[src/rtc_consts.svh]
// Register offsets, field positions, reset values and timing counts of the relay threshold controller.
`ifndef RTC_CONSTS_SVH
`define RTC_CONSTS_SVH

// ==========================================================================
// Register byte offsets.
`define RTC_OFS_CTRL      8'h00
`define RTC_OFS_THR1      8'h04
`define RTC_OFS_THR2      8'h08
`define RTC_OFS_HYSTERESIS_HALF_WIDTH      8'h0c
`define RTC_OFS_DELAY     8'h10
`define RTC_OFS_RANGE     8'h14
`define RTC_OFS_NOMINAL   8'h18
`define RTC_OFS_BUSCMD    8'h1c
`define RTC_OFS_STATUS    8'h20

// ==========================================================================
// Field positions.
`define RTC_CTRL_MODE_LSB   0
`define RTC_CTRL_ALARM_LSB  4
`define RTC_CTRL_MINUTES    6
`define RTC_CTRL_PEAK       7
`define RTC_CTRL_ZEROBASE   8
`define RTC_HI_FIELD_LSB    16
`define RTC_BUS_TIMEOUT_LSB 8

// ==========================================================================
// Setting limits and reset values.
`define RTC_THR_MIN       (-999)
`define RTC_THR_MAX       9999
`define RTC_HYSTERESIS_HALF_WIDTH_MAX      10'h3e7
`define RTC_DELAY_MAX     10'h3e7
`define RTC_LO_EXP_MAX    10'h3e7
`define RTC_HI_EXP_MAX    10'hc7
`define RTC_TIMEOUT_MAX   7'h63
`define RTC_PER_MILLE     1000
`define RTC_NOM_MAX_RST   16'h4e20
`define RTC_NOM_MIN_RST   16'h0fa0

// ==========================================================================
// Timing.
`define RTC_CLK_PERIOD_PS 25000
`define RTC_TENTH_SEC_PS  64'd100000000000
`define RTC_TENTH_CYCLES  (`RTC_TENTH_SEC_PS / `RTC_CLK_PERIOD_PS)
`define RTC_TENTHS_PER_MIN_STEP 6'h3c
`define RTC_TENTHS_PER_SEC      4'ha

`endif

[src/rtc_pkg.sv]
// Types shared by the relay threshold controller.
package rtc_pkg;

   // Output operating modes.
   typedef enum logic [2:0] {
      RTC_OUTPUT_INACTIVE = 3'b000,
      RTC_SINGLE_DIRECT   = 3'b001,
      RTC_SINGLE_INVERSE  = 3'b010,
      RTC_DUAL_INSIDE     = 3'b011,
      RTC_DUAL_OUTSIDE    = 3'b100,
      RTC_BUS_CONTROLLED  = 3'b101
   } rtc_mode_t;

   // Relay reaction to a critical situation.
   typedef enum logic [1:0] {
      RTC_KEEP_STATE = 2'b00,
      RTC_FORCE_ON   = 2'b01,
      RTC_FORCE_OFF  = 2'b10
   } rtc_alarm_t;

endpackage

[src/rtc_relay_ctrl.sv]
// Relay and indicator controller for one output of a panel meter, with APB registers.
//
// Behaviour
// - Inactive mode keeps relay de-energised, except under a force-on or keep-state alarm.
// - Direct mode: on above T1+H, off below T1-H.
// - Inverse mode: off above T1+H, on below.
// - Inside mode: on between lower+H and upper-H.
// - Outside mode: off beyond the outer borders.
// - Larger threshold is upper, order irrelevant.
// - Thresholds -999..9999, hysteresis 0..999, band twice.
// - Second threshold used only in dual modes.
// - Bus mode follows bus commands, ignores input.
// - Bus relay command is volatile, reset clears.
// - LED lit exactly while relay is closed.
// - Switch on only after turn-on delay.
// - Switch off only after turn-off delay.
// - Early return leaves relay state unchanged.
// - Time base selects seconds or minutes.
// - Critical situation applies keep, on or off.
// - Threshold modes: out of range is critical.
// - Bus mode: frame gap over timeout critical.
// - Force-on works even in inactive mode.
// - Lower border: minimum less per mille expansion, zero-based zero.
// - Upper border: maximum plus per mille expansion.
// - Compare current result or held peak.
// - Bus timeout 0..99 s, zero disables.
`timescale 1ns/1ps
`include "rtc_consts.svh"

module rtc_relay_ctrl
   import rtc_pkg::*;
#(
   parameter int unsigned TENTH_CYCLES = 32'(`RTC_TENTH_CYCLES)  // Clock cycles in 0.1 s.
) (
   input  wire logic               ref_clk,       // System clock, 40 MHz.
   input  wire logic               reset_n,       // Synchronous reset, active low.
   input  wire logic               psel,          // APB select.
   input  wire logic               penable,       // APB access phase.
   input  wire logic               pwrite,        // APB direction, high for write.
   input  wire logic [7:0]         paddr,         // APB byte address.
   input  wire logic [31:0]        pwdata,        // APB write data.
   output logic      [31:0]        prdata,        // APB read data.
   output logic                    pready,        // APB ready.
   output logic                    pslverr,       // APB error on unmapped address.
   input  wire logic signed [15:0] meas_result,   // Scaled current result.
   input  wire logic signed [15:0] meas_peak,     // Held peak or drop value.
   input  wire logic               peak_active,   // Peak detection is running.
   input  wire logic [15:0]        input_level,   // Raw input level in range units.
   output logic                    relay_out,     // Relay drive, high energises.
   output logic                    relay_led      // Output indicator LED.
);

   // ======================================================================
   // Register state.
   rtc_mode_t          mode_q;        // Output mode.
   rtc_alarm_t         alarm_q;       // Reaction to a critical situation.
   logic               minutes_q;     // Delay time base, high for minutes.
   logic               use_peak_q;    // Compare against the peak value.
   logic               zero_base_q;   // Input type starts at zero.
   logic signed [15:0] thr1_q;        // First threshold.
   logic signed [15:0] thr2_q;        // Second threshold.
   logic [9:0]         hysteresis_half_width_q;        // Hysteresis half width.
   logic [9:0]         on_dly_q;      // Turn-on delay in tenths of a unit.
   logic [9:0]         off_dly_q;     // Turn-off delay in tenths of a unit.
   logic [9:0]         lo_exp_q;      // Low range expansion, per mille.
   logic [9:0]         hi_exp_q;      // High range expansion, per mille.
   logic [15:0]        nom_min_q;     // Nominal live-zero minimum.
   logic [15:0]        nom_max_q;     // Nominal maximum.
   logic               bus_cmd_q;     // Relay state commanded over the bus.
   logic [6:0]         bus_to_q;      // Bus frame timeout in seconds.
   logic               relay_q;       // Relay state.
   logic               led_q;         // Indicator state.

   // ======================================================================
   // APB decode. The slave always answers in the access phase.
   logic        setup_ph;      // Setup phase of a transfer.
   logic        access_ph;     // Access phase of a transfer.
   logic        wr_en;         // Write takes effect this edge.
   logic        mapped;        // Address hits a register.
   logic        frame_rx;      // A bus frame write arrived.
   logic [31:0] rd_mux;        // Read data selected by address.

   assign setup_ph  = psel && !penable;
   assign access_ph = psel && penable;
   assign wr_en     = access_ph && pwrite && mapped;
   assign frame_rx  = wr_en && (paddr == `RTC_OFS_BUSCMD);
   assign pready    = 1'b1;
   assign pslverr   = access_ph && !mapped;

   // Address decode covers every register, status read-only.
   always_comb begin
      case (paddr)
         `RTC_OFS_CTRL, `RTC_OFS_THR1, `RTC_OFS_THR2, `RTC_OFS_HYSTERESIS_HALF_WIDTH,
         `RTC_OFS_DELAY, `RTC_OFS_RANGE, `RTC_OFS_NOMINAL,
         `RTC_OFS_BUSCMD, `RTC_OFS_STATUS: mapped = 1'b1;
         default:                          mapped = 1'b0;
      endcase
   end

   // Settings registers; thresholds, hysteresis, delays, expansions and bus timeout clamp to their limits, other fields store as written.
   always_ff @(posedge ref_clk) begin
      if (!reset_n) begin
         mode_q      <= RTC_OUTPUT_INACTIVE;
         alarm_q     <= RTC_KEEP_STATE;
         minutes_q   <= 1'b0;
         use_peak_q  <= 1'b0;
         zero_base_q <= 1'b0;
         thr1_q      <= 16'sh0000;
         thr2_q      <= 16'sh0000;
         hysteresis_half_width_q      <= 10'h000;
         on_dly_q    <= 10'h000;
         off_dly_q   <= 10'h000;
         lo_exp_q    <= 10'h000;
         hi_exp_q    <= 10'h000;
         nom_min_q   <= `RTC_NOM_MIN_RST;
         nom_max_q   <= `RTC_NOM_MAX_RST;
         bus_to_q    <= 7'h00;
      end else if (wr_en) begin
         case (paddr)
            `RTC_OFS_CTRL: begin
               mode_q      <= rtc_mode_t'(pwdata[`RTC_CTRL_MODE_LSB +: 3]);
               alarm_q     <= rtc_alarm_t'(pwdata[`RTC_CTRL_ALARM_LSB +: 2]);
               minutes_q   <= pwdata[`RTC_CTRL_MINUTES];
               use_peak_q  <= pwdata[`RTC_CTRL_PEAK];
               zero_base_q <= pwdata[`RTC_CTRL_ZEROBASE];
            end
            `RTC_OFS_THR1: thr1_q <= clamp_thr(pwdata[15:0]);
            `RTC_OFS_THR2: thr2_q <= clamp_thr(pwdata[15:0]);
            `RTC_OFS_HYSTERESIS_HALF_WIDTH: hysteresis_half_width_q <= clamp10(pwdata[9:0], `RTC_HYSTERESIS_HALF_WIDTH_MAX);
            `RTC_OFS_DELAY: begin
               on_dly_q  <= clamp10(pwdata[9:0], `RTC_DELAY_MAX);
               off_dly_q <= clamp10(pwdata[`RTC_HI_FIELD_LSB +: 10], `RTC_DELAY_MAX);
            end
            `RTC_OFS_RANGE: begin
               lo_exp_q <= clamp10(pwdata[9:0], `RTC_LO_EXP_MAX);
               hi_exp_q <= clamp10(pwdata[`RTC_HI_FIELD_LSB +: 10], `RTC_HI_EXP_MAX);
            end
            `RTC_OFS_NOMINAL: begin
               nom_min_q <= pwdata[15:0];
               nom_max_q <= pwdata[`RTC_HI_FIELD_LSB +: 16];
            end
            `RTC_OFS_BUSCMD: begin
               bus_to_q <= (pwdata[`RTC_BUS_TIMEOUT_LSB +: 7] > `RTC_TIMEOUT_MAX) ?
                           `RTC_TIMEOUT_MAX : pwdata[`RTC_BUS_TIMEOUT_LSB +: 7];
            end
            default: ;
         endcase
      end
   end

   // Clamps a threshold to its allowed span.
   function automatic logic signed [15:0] clamp_thr(input logic signed [15:0] s);
      clamp_thr = (s < 16'(`RTC_THR_MIN)) ? 16'(`RTC_THR_MIN) :
                  (s > 16'(`RTC_THR_MAX)) ? 16'(`RTC_THR_MAX) : s;
   endfunction

   // Clamps a ten-bit setting to its upper limit.
   function automatic logic [9:0] clamp10(input logic [9:0] v, input logic [9:0] lim);
      clamp10 = (v > lim) ? lim : v;
   endfunction

   // The bus command lives only in a flip-flop and is lost at reset.
   always_ff @(posedge ref_clk) begin
      if (!reset_n) begin
         bus_cmd_q <= 1'b0;
      end else if (frame_rx) begin
         bus_cmd_q <= pwdata[0];
      end
   end

   // ======================================================================
   // Permissible range check.
   logic [25:0] lo_cut;      // Minimum times low expansion.
   logic [25:0] hi_add;      // Maximum times high expansion.
   logic [16:0] lo_border;   // Lower permissible border.
   logic [16:0] hi_border;   // Upper permissible border.
   logic        out_of_range;// Input outside the permissible range.

   assign lo_cut    = nom_min_q * lo_exp_q;
   assign hi_add    = nom_max_q * hi_exp_q;
   assign lo_border = zero_base_q ? 17'h00000 :
                      17'({1'b0, nom_min_q} - 17'(lo_cut / `RTC_PER_MILLE));
   assign hi_border = 17'({1'b0, nom_max_q} + 17'(hi_add / `RTC_PER_MILLE));
   assign out_of_range = ({1'b0, input_level} < lo_border) ||
                         ({1'b0, input_level} > hi_border);

   // ======================================================================
   // Threshold comparison with hysteresis.
   logic signed [17:0] x;        // Value being compared.
   logic signed [17:0] t_hi;     // Upper threshold.
   logic signed [17:0] t_lo;     // Lower threshold.
   logic signed [17:0] h;        // Hysteresis half width.
   logic               on_cond;  // Input beyond the switch-on border.
   logic               off_cond; // Input beyond the switch-off border.
   logic               thr_mode; // Mode is threshold based.

   assign x    = (use_peak_q && peak_active) ? 18'(meas_peak) : 18'(meas_result);
   assign t_hi = (thr1_q > thr2_q) ? 18'(thr1_q) : 18'(thr2_q);
   assign t_lo = (thr1_q > thr2_q) ? 18'(thr2_q) : 18'(thr1_q);
   assign h    = signed'({8'h00, hysteresis_half_width_q});
   assign thr_mode = (mode_q == RTC_SINGLE_DIRECT) || (mode_q == RTC_SINGLE_INVERSE) ||
                     (mode_q == RTC_DUAL_INSIDE)   || (mode_q == RTC_DUAL_OUTSIDE);

   // Picks the switch-on and switch-off conditions for the mode.
   always_comb begin
      on_cond  = 1'b0;
      off_cond = 1'b0;
      case (mode_q)
         RTC_SINGLE_DIRECT: begin
            on_cond  = x > 18'(thr1_q) + h;
            off_cond = x < 18'(thr1_q) - h;
         end
         RTC_SINGLE_INVERSE: begin
            off_cond = x > 18'(thr1_q) + h;
            on_cond  = x < 18'(thr1_q) - h;
         end
         RTC_DUAL_INSIDE: begin
            on_cond  = (x > t_lo + h) && (x < t_hi - h);
            off_cond = (x < t_lo - h) || (x > t_hi + h);
         end
         RTC_DUAL_OUTSIDE: begin
            off_cond = (x < t_lo - h) || (x > t_hi + h);
            on_cond  = (x > t_lo + h) && (x < t_hi - h);
         end
         default: ;
      endcase
   end

   // ======================================================================
   // Bus frame gap supervision, counted in cycles, tenths and seconds since the last frame.
   logic [31:0] gap_pre_q;   // Cycles within a tenth.
   logic [3:0]  gap_ten_q;   // Tenths within a second.
   logic [6:0]  gap_sec_q;   // Seconds since the last frame.
   logic        bus_late;    // Gap exceeds the timeout.

   always_ff @(posedge ref_clk) begin
      if (!reset_n || frame_rx) begin
         gap_pre_q <= 32'h0000_0000;
         gap_ten_q <= 4'h0;
         gap_sec_q <= 7'h00;
      end else if (gap_pre_q == 32'(TENTH_CYCLES - 1)) begin
         gap_pre_q <= 32'h0000_0000;
         if (gap_ten_q == `RTC_TENTHS_PER_SEC - 4'h1) begin
            gap_ten_q <= 4'h0;
            if (gap_sec_q != 7'h7f) begin
               gap_sec_q <= gap_sec_q + 7'h01;
            end
         end else begin
            gap_ten_q <= gap_ten_q + 4'h1;
         end
      end else begin
         gap_pre_q <= gap_pre_q + 32'h0000_0001;
      end
   end

   assign bus_late = (bus_to_q != 7'h00) && (gap_sec_q >= bus_to_q) &&
                     (gap_pre_q != 32'h0 || gap_ten_q != 4'h0 || gap_sec_q > bus_to_q);

   // ======================================================================
   // Critical situation per mode.
   logic crit;  // Critical situation now.

   assign crit = (mode_q == RTC_BUS_CONTROLLED) ? bus_late : out_of_range;

   // ======================================================================
   // Switching delay timer; restarts whenever the pending change lapses.
   logic        pending;     // A change is waiting for its delay.
   logic [9:0]  need;        // Delay of the pending change.
   logic [31:0] dly_pre_q;   // Cycles within a tenth.
   logic [5:0]  dly_div_q;   // Tenths within one step.
   logic [9:0]  dly_q;       // Elapsed steps.
   logic        step;        // One delay step has passed.
   logic        expired;     // Delay has run out.

   assign pending = thr_mode && !crit &&
                    ((!relay_q && on_cond) || (relay_q && off_cond));
   assign need    = relay_q ? off_dly_q : on_dly_q;
   assign step    = (dly_pre_q == 32'(TENTH_CYCLES - 1)) &&
                    (!minutes_q || dly_div_q == `RTC_TENTHS_PER_MIN_STEP - 6'h01);
   assign expired = dly_q >= need;

   // Counts steps while the change stays pending.
   always_ff @(posedge ref_clk) begin
      if (!reset_n || !pending || expired) begin
         dly_pre_q <= 32'h0000_0000;
         dly_div_q <= 6'h00;
         dly_q     <= 10'h000;
      end else if (dly_pre_q == 32'(TENTH_CYCLES - 1)) begin
         dly_pre_q <= 32'h0000_0000;
         dly_div_q <= step ? 6'h00 : dly_div_q + 6'h01;
         if (step) begin
            dly_q <= dly_q + 10'h001;
         end
      end else begin
         dly_pre_q <= dly_pre_q + 32'h0000_0001;
      end
   end

   // ======================================================================
   // Relay state: alarm reaction first, then mode behaviour.
   always_ff @(posedge ref_clk) begin
      if (!reset_n) begin
         relay_q <= 1'b0;
      end else if (crit && alarm_q == RTC_FORCE_ON) begin
         relay_q <= 1'b1;
      end else if (crit && alarm_q == RTC_FORCE_OFF) begin
         relay_q <= 1'b0;
      end else if (crit) begin
         relay_q <= relay_q;
      end else if (mode_q == RTC_BUS_CONTROLLED) begin
         relay_q <= bus_cmd_q;
      end else if (!thr_mode) begin
         relay_q <= 1'b0;
      end else if (pending && expired) begin
         relay_q <= !relay_q;
      end
   end

   // The indicator tracks the relay state in the same cycle.
   assign led_q = relay_q;

   assign relay_out = relay_q;
   assign relay_led = led_q;

   // ======================================================================
   // Read data, captured in the setup phase.
   always_comb begin
      case (paddr)
         `RTC_OFS_CTRL:    rd_mux = {23'h0, zero_base_q, use_peak_q, minutes_q, alarm_q, 1'b0, mode_q};
         `RTC_OFS_THR1:    rd_mux = {{16{thr1_q[15]}}, thr1_q};
         `RTC_OFS_THR2:    rd_mux = {{16{thr2_q[15]}}, thr2_q};
         `RTC_OFS_HYSTERESIS_HALF_WIDTH:    rd_mux = {22'h0, hysteresis_half_width_q};
         `RTC_OFS_DELAY:   rd_mux = {6'h0, off_dly_q, 6'h0, on_dly_q};
         `RTC_OFS_RANGE:   rd_mux = {6'h0, hi_exp_q, 6'h0, lo_exp_q};
         `RTC_OFS_NOMINAL: rd_mux = {nom_max_q, nom_min_q};
         `RTC_OFS_BUSCMD:  rd_mux = {17'h0, bus_to_q, 7'h0, bus_cmd_q};
         `RTC_OFS_STATUS:  rd_mux = {26'h0, pending, bus_late, out_of_range, crit, led_q, relay_q};
         default:          rd_mux = 32'h0000_0000;
      endcase
   end

   // Registers the read word so it is stable through the access phase.
   always_ff @(posedge ref_clk) begin
      if (!reset_n) begin
         prdata <= 32'h0000_0000;
      end else if (setup_ph) begin
         prdata <= pwrite ? 32'h0000_0000 : rd_mux;
      end
   end
endmodule // rtc_relay_ctrl

[config.mk]
export PLATFORM = sky130hd
export DESIGN_NAME = rtc_relay_ctrl
export DESIGN_NICKNAME = d
export VERILOG_FILES = /design/src/rtc_pkg.sv /design/src/rtc_relay_ctrl.sv
export VERILOG_INCLUDE_DIRS = /design/src
export SDC_FILE = /design/constraint.sdc
export NUM_CORES = 2
export LEC_CHECK = 0
export ABC_AREA = 1
export BUFFER_PORTS_ARGS = -buffer_cell sky130_fd_sc_hd__clkbuf_2
export CORE_MARGIN = 2
export CORE_UTILIZATION = 25
export CTS_BUF_LIST = sky130_fd_sc_hd__clkbuf_4 sky130_fd_sc_hd__clkbuf_8
export DETAILED_ROUTE_END_ITERATION = 7
export PLACE_DENSITY = 0.52
export SLEW_MARGIN = 25
export SYNTH_ARGS = -nofsm -noshare
export SYNTH_HDL_FRONTEND = slang
export SYNTH_SLANG_ARGS = --single-unit
[constraint.sdc]
create_clock -name ref_clk -period 16.5 [get_ports ref_clk]
set_input_delay 3.3 -clock ref_clk [delete_from_list [all_inputs] [get_ports ref_clk]]
set_output_delay 3.3 -clock ref_clk [all_outputs]
set_load 0.1 [all_outputs]
==> impl_metrics.json <==
{
  "worstMarginPinSlew_ns": 1.03,
  "r2r_end": "dly_pre_q[21]",
  "grt_overflow": 0,
  "ant_nets": 0,
  "antenna_found_initial": 13,
  "finalCritPeriodShare": 1.06,
  "stdcell_area_um2": 53400,
  "max_freq_mhz": 57.1,
  "place.gp.congestion": 0.923,
  "synthCells": 5944,
  "setup_viol": 52,
  "ys_seq_area_frac": 0.128,
  "cp-end-kind": "flip-flop",
  "seqPwrFrac": 0.430,
  "area_growth_pct": 34.1,
  "cts_sinks": 254,
  "cts_buffers": 46,
  "slowest_stage": "fa_1",
  "cts_tree": "done",
  "drt-total-wl_mm": 134,
  "die_width_um": 403,
  "die_y_um": 403,
  "ys_top_cells_by_area": "dfxtp_1 (13%), nand2_1 (12%), ha_1 (12%), fa_1 (11%), inv_1 (10%)",
  "gr-usage-all-layers": 0.160,
  "place_hpwl_mm": 109,
  "coreArea_um2": 158000,
  "drive_above_1_share": 0.321,
  "switchingPower_w": 0.000381,
  "slew_headroom": 0.315,
  "ctsHoldBuffers": 0,
  "start_kind": "flip-flop",
  "die_area_um2": 162000,
  "yosysWarningCount": 0,
  "total_power_w": 0.00142,
  "path_class": "reg -> reg",
  "yosys.area.top_type_share": 0.128,
  "violations": "negative setup slack",
  "port_buffers": 128,
  "yosysMostFrequentCell": "nand2_1",
  "clkPwrFrac": 0.480,
  "cts-root-buf": "clkbuf_8",
  "hold_violations": 0,
  "synth-main-ff-cell": "dfxtp_1",
  "clkTransAtPathRegs_ns": 0.06,
  "skew_ns": 0.0543,
  "hold_end": "gap_pre_q[0]",
  "grt_pass1_vias": 39500,
  "r2r_cells": 139,
  "grt_max_degree": 65,
  "placed_cell_area_um2": 47300,
  "wl_per_cell_um": 15.1,
  "grt_first_pass_wirelength_mm": 211,
  "max_stage_delay_ns": 0.55,
  "drt-initial-drc-count": 2568,
  "maxSlewViolCount": 0,
  "syn_area_um2": 39800,
  "power_leakage_nw": 26.9,
  "cp_max_fo": 8,
  "finalNetCount": 7471,
  "via_count": 40600,
  "postLayoutCoreUtil": 0.337,
  "syn_avg_cell_area_um2": 6.70,
  "synth_top_cell_by_area": "dfxtp_1",
  "synth-async-reset-ratio": 0,
  "drt_pass1_iterations": 5,
  "rsz0062_at_grt": "yes",
  "p_per_area_nw_per_um2": 26.6,
  "drc": 0,
  "viasPerCell": 4.57,
  "peakVddDrop_v": 0.0000411,
  "hold_class": "reg -> reg",
  "worstPathRequired_ns": 17.01,
  "num_rows": 146,
  "swShare": 0.268,
  "combinationalPowerShare": 0.090,
  "yosysUniqueCellTypes": 86,
  "ys_ff_latch": 254,
  "syn-num-nets": 6655,
  "timing.final.ws_setup_ns": -1.00,
  "period_minus_slack_ns": 17.50,
  "maxCapViolations": 0,
  "holdCritStartpoint": "gap_pre_q[0]",
  "arrival_ns": 18.02,
  "critPathMostFrequentCell": "nand2_4",
  "status": "finished with violations",
  "synth_edf_count": 0,
  "r2r_slack_ns": -1.00,
  "internal-power_w": 0.00104,
  "worstSkewPairLatency_ns": 0.66,
  "r2r_start": "lo_exp_q[2]",
  "holdPathStages": 1,
  "htreeDepth": 2,
  "io_pins": 130,
  "initial_core_util": 0.252,
  "cts.path.max_buffers": 3,
  "synth.top_cells.by_count": "nand2_1 (1,298), inv_1 (1,060), nor2_1 (397)"
}
-- power groups by stage --
stage	combinational [W]	sequential, W	clock, W
floorplan	0.0000687	0.000630	0
global placement	0.000119	0.000629	0
detailed placement	0.000121	0.000629	0
CTS	0.000125	0.000612	0.000699
global route	0.000142	0.000611	0.000727
finish	0.000128	0.000611	0.000683
-- worst max-delay path, delay by kind of cell (launching register included) --
family                     cells  cell delay, ns
DFF                            1            0.38
adders and majority gates      8            3.32
AOI/OAI and AO/OA             17            2.51
and+or+nand+nor               84            8.25
buffers and inverters         30            2.81
-- how the worst max path moves through the flow --
stage / to / start / depth (start not counted)
finish: dly_pre_q[21] / lo_exp_q[2] / 139
global route: dly_pre_q[21] / lo_exp_q[3] / 136
CTS: dly_pre_q[7] / lo_exp_q[3] / 144
detailed placement: dly_pre_q[9] / lo_exp_q[6] / 136
global placement: dly_pre_q[21] / lo_exp_q[6] / 136
floorplan: dly_pre_q[10] / lo_exp_q[3] / 134
-- flip-flops by register name (all words and copies together) (netlist names), 16 cells and up --
register,flops
thr1_q,16
gap_pre_q,32
prdata,32
thr2_q,16
nom_max_q,16
nom_min_q,16
dly_pre_q,32
-- logic make-up (layout without fill, tap and decap cells) --
group / after synthesis / count (layout) / share of synthesized area
flip-flops: 254 / 254 / 0.128
AND/OR/NAND/NOR: 2693 / 2693 / 0.333
XOR/XNOR: 193 / 193 / 0.0433
buffers and inverters: 1299 / 2141 / 0.124
AO/OA/AOI/OAI: 871 / 871 / 0.130
adder cells (fa/ha/maj): 617 / 617 / 0.237
multiplexers: 16 / 16 / 0.00449
other: 1 / 7 / 0.0000942
-- final cells by class --
type / instances / area [um^2]
tap: 2072 / 2590
multi-input combinational: 4391 / 33200
sequential: 254 / 5190
clock inverter: 8 / 153
timing repair inverter: 1 / 6.26
clock buffer: 66 / 840
inverter: 1152 / 4450
fill: 16900 / 105000
timing repair buffer: 914 / 6930
antenna: 6 / 15.0
-- cells in the final DEF, fill, tap and decap left out, drive strengths merged, types with 76 or more instances in the layout --
cell type  instances
a21oi            343
buf              786
clkbuf           194
dfxtp            254
fa               228
ha               389
inv             1135
nand2           1619
nand3            323
nand4             76
nor2             483
nor3              89
o21ai            277
xor2             164
-- per-stage QoR --
stage / setup slack, ns / instances / setup TNS [ns] / hold WS, ns
final: -1.00 / 8864 / -48.16 / 0.458
after global routing: -2.22 / 8861 / -111.57 / 0.486
after CTS: -0.815 / 8775 / -35.65 / 0.460
after detailed placement: -2.23 / 8615 / -111.42 / 0.437
after global placement: -2.08 / 8615 / -103.77 / 0.431
after floorplan: 0.0459 / 5944 / 0 / 0.418
-- per-layer routing --
metal | part of all wire | vias to the layer above | wire (um) | track usage
met3 | 0.061 | 149 | 8150 | 0.0282
met1 | 0.46 | 19000 | 61800 | 0.217
met2 | 0.46 | 818 | 61600 | 0.266
met5 | 0.00038 | - | 51 | 0
li1 | - | 20500 | - | -
met4 | 0.018 | 8 | 2380 | 0.0302
-- timing repair --
action / 4_1_cts / 5_1_grt
setup buffers: 95 / 86
gates resized for setup: 479 / 451
gates cloned: 4 / 2
pin swaps: 107 / 297
setup endpoints to repair: 52 / 52
(Power assumes the default switching activity.)
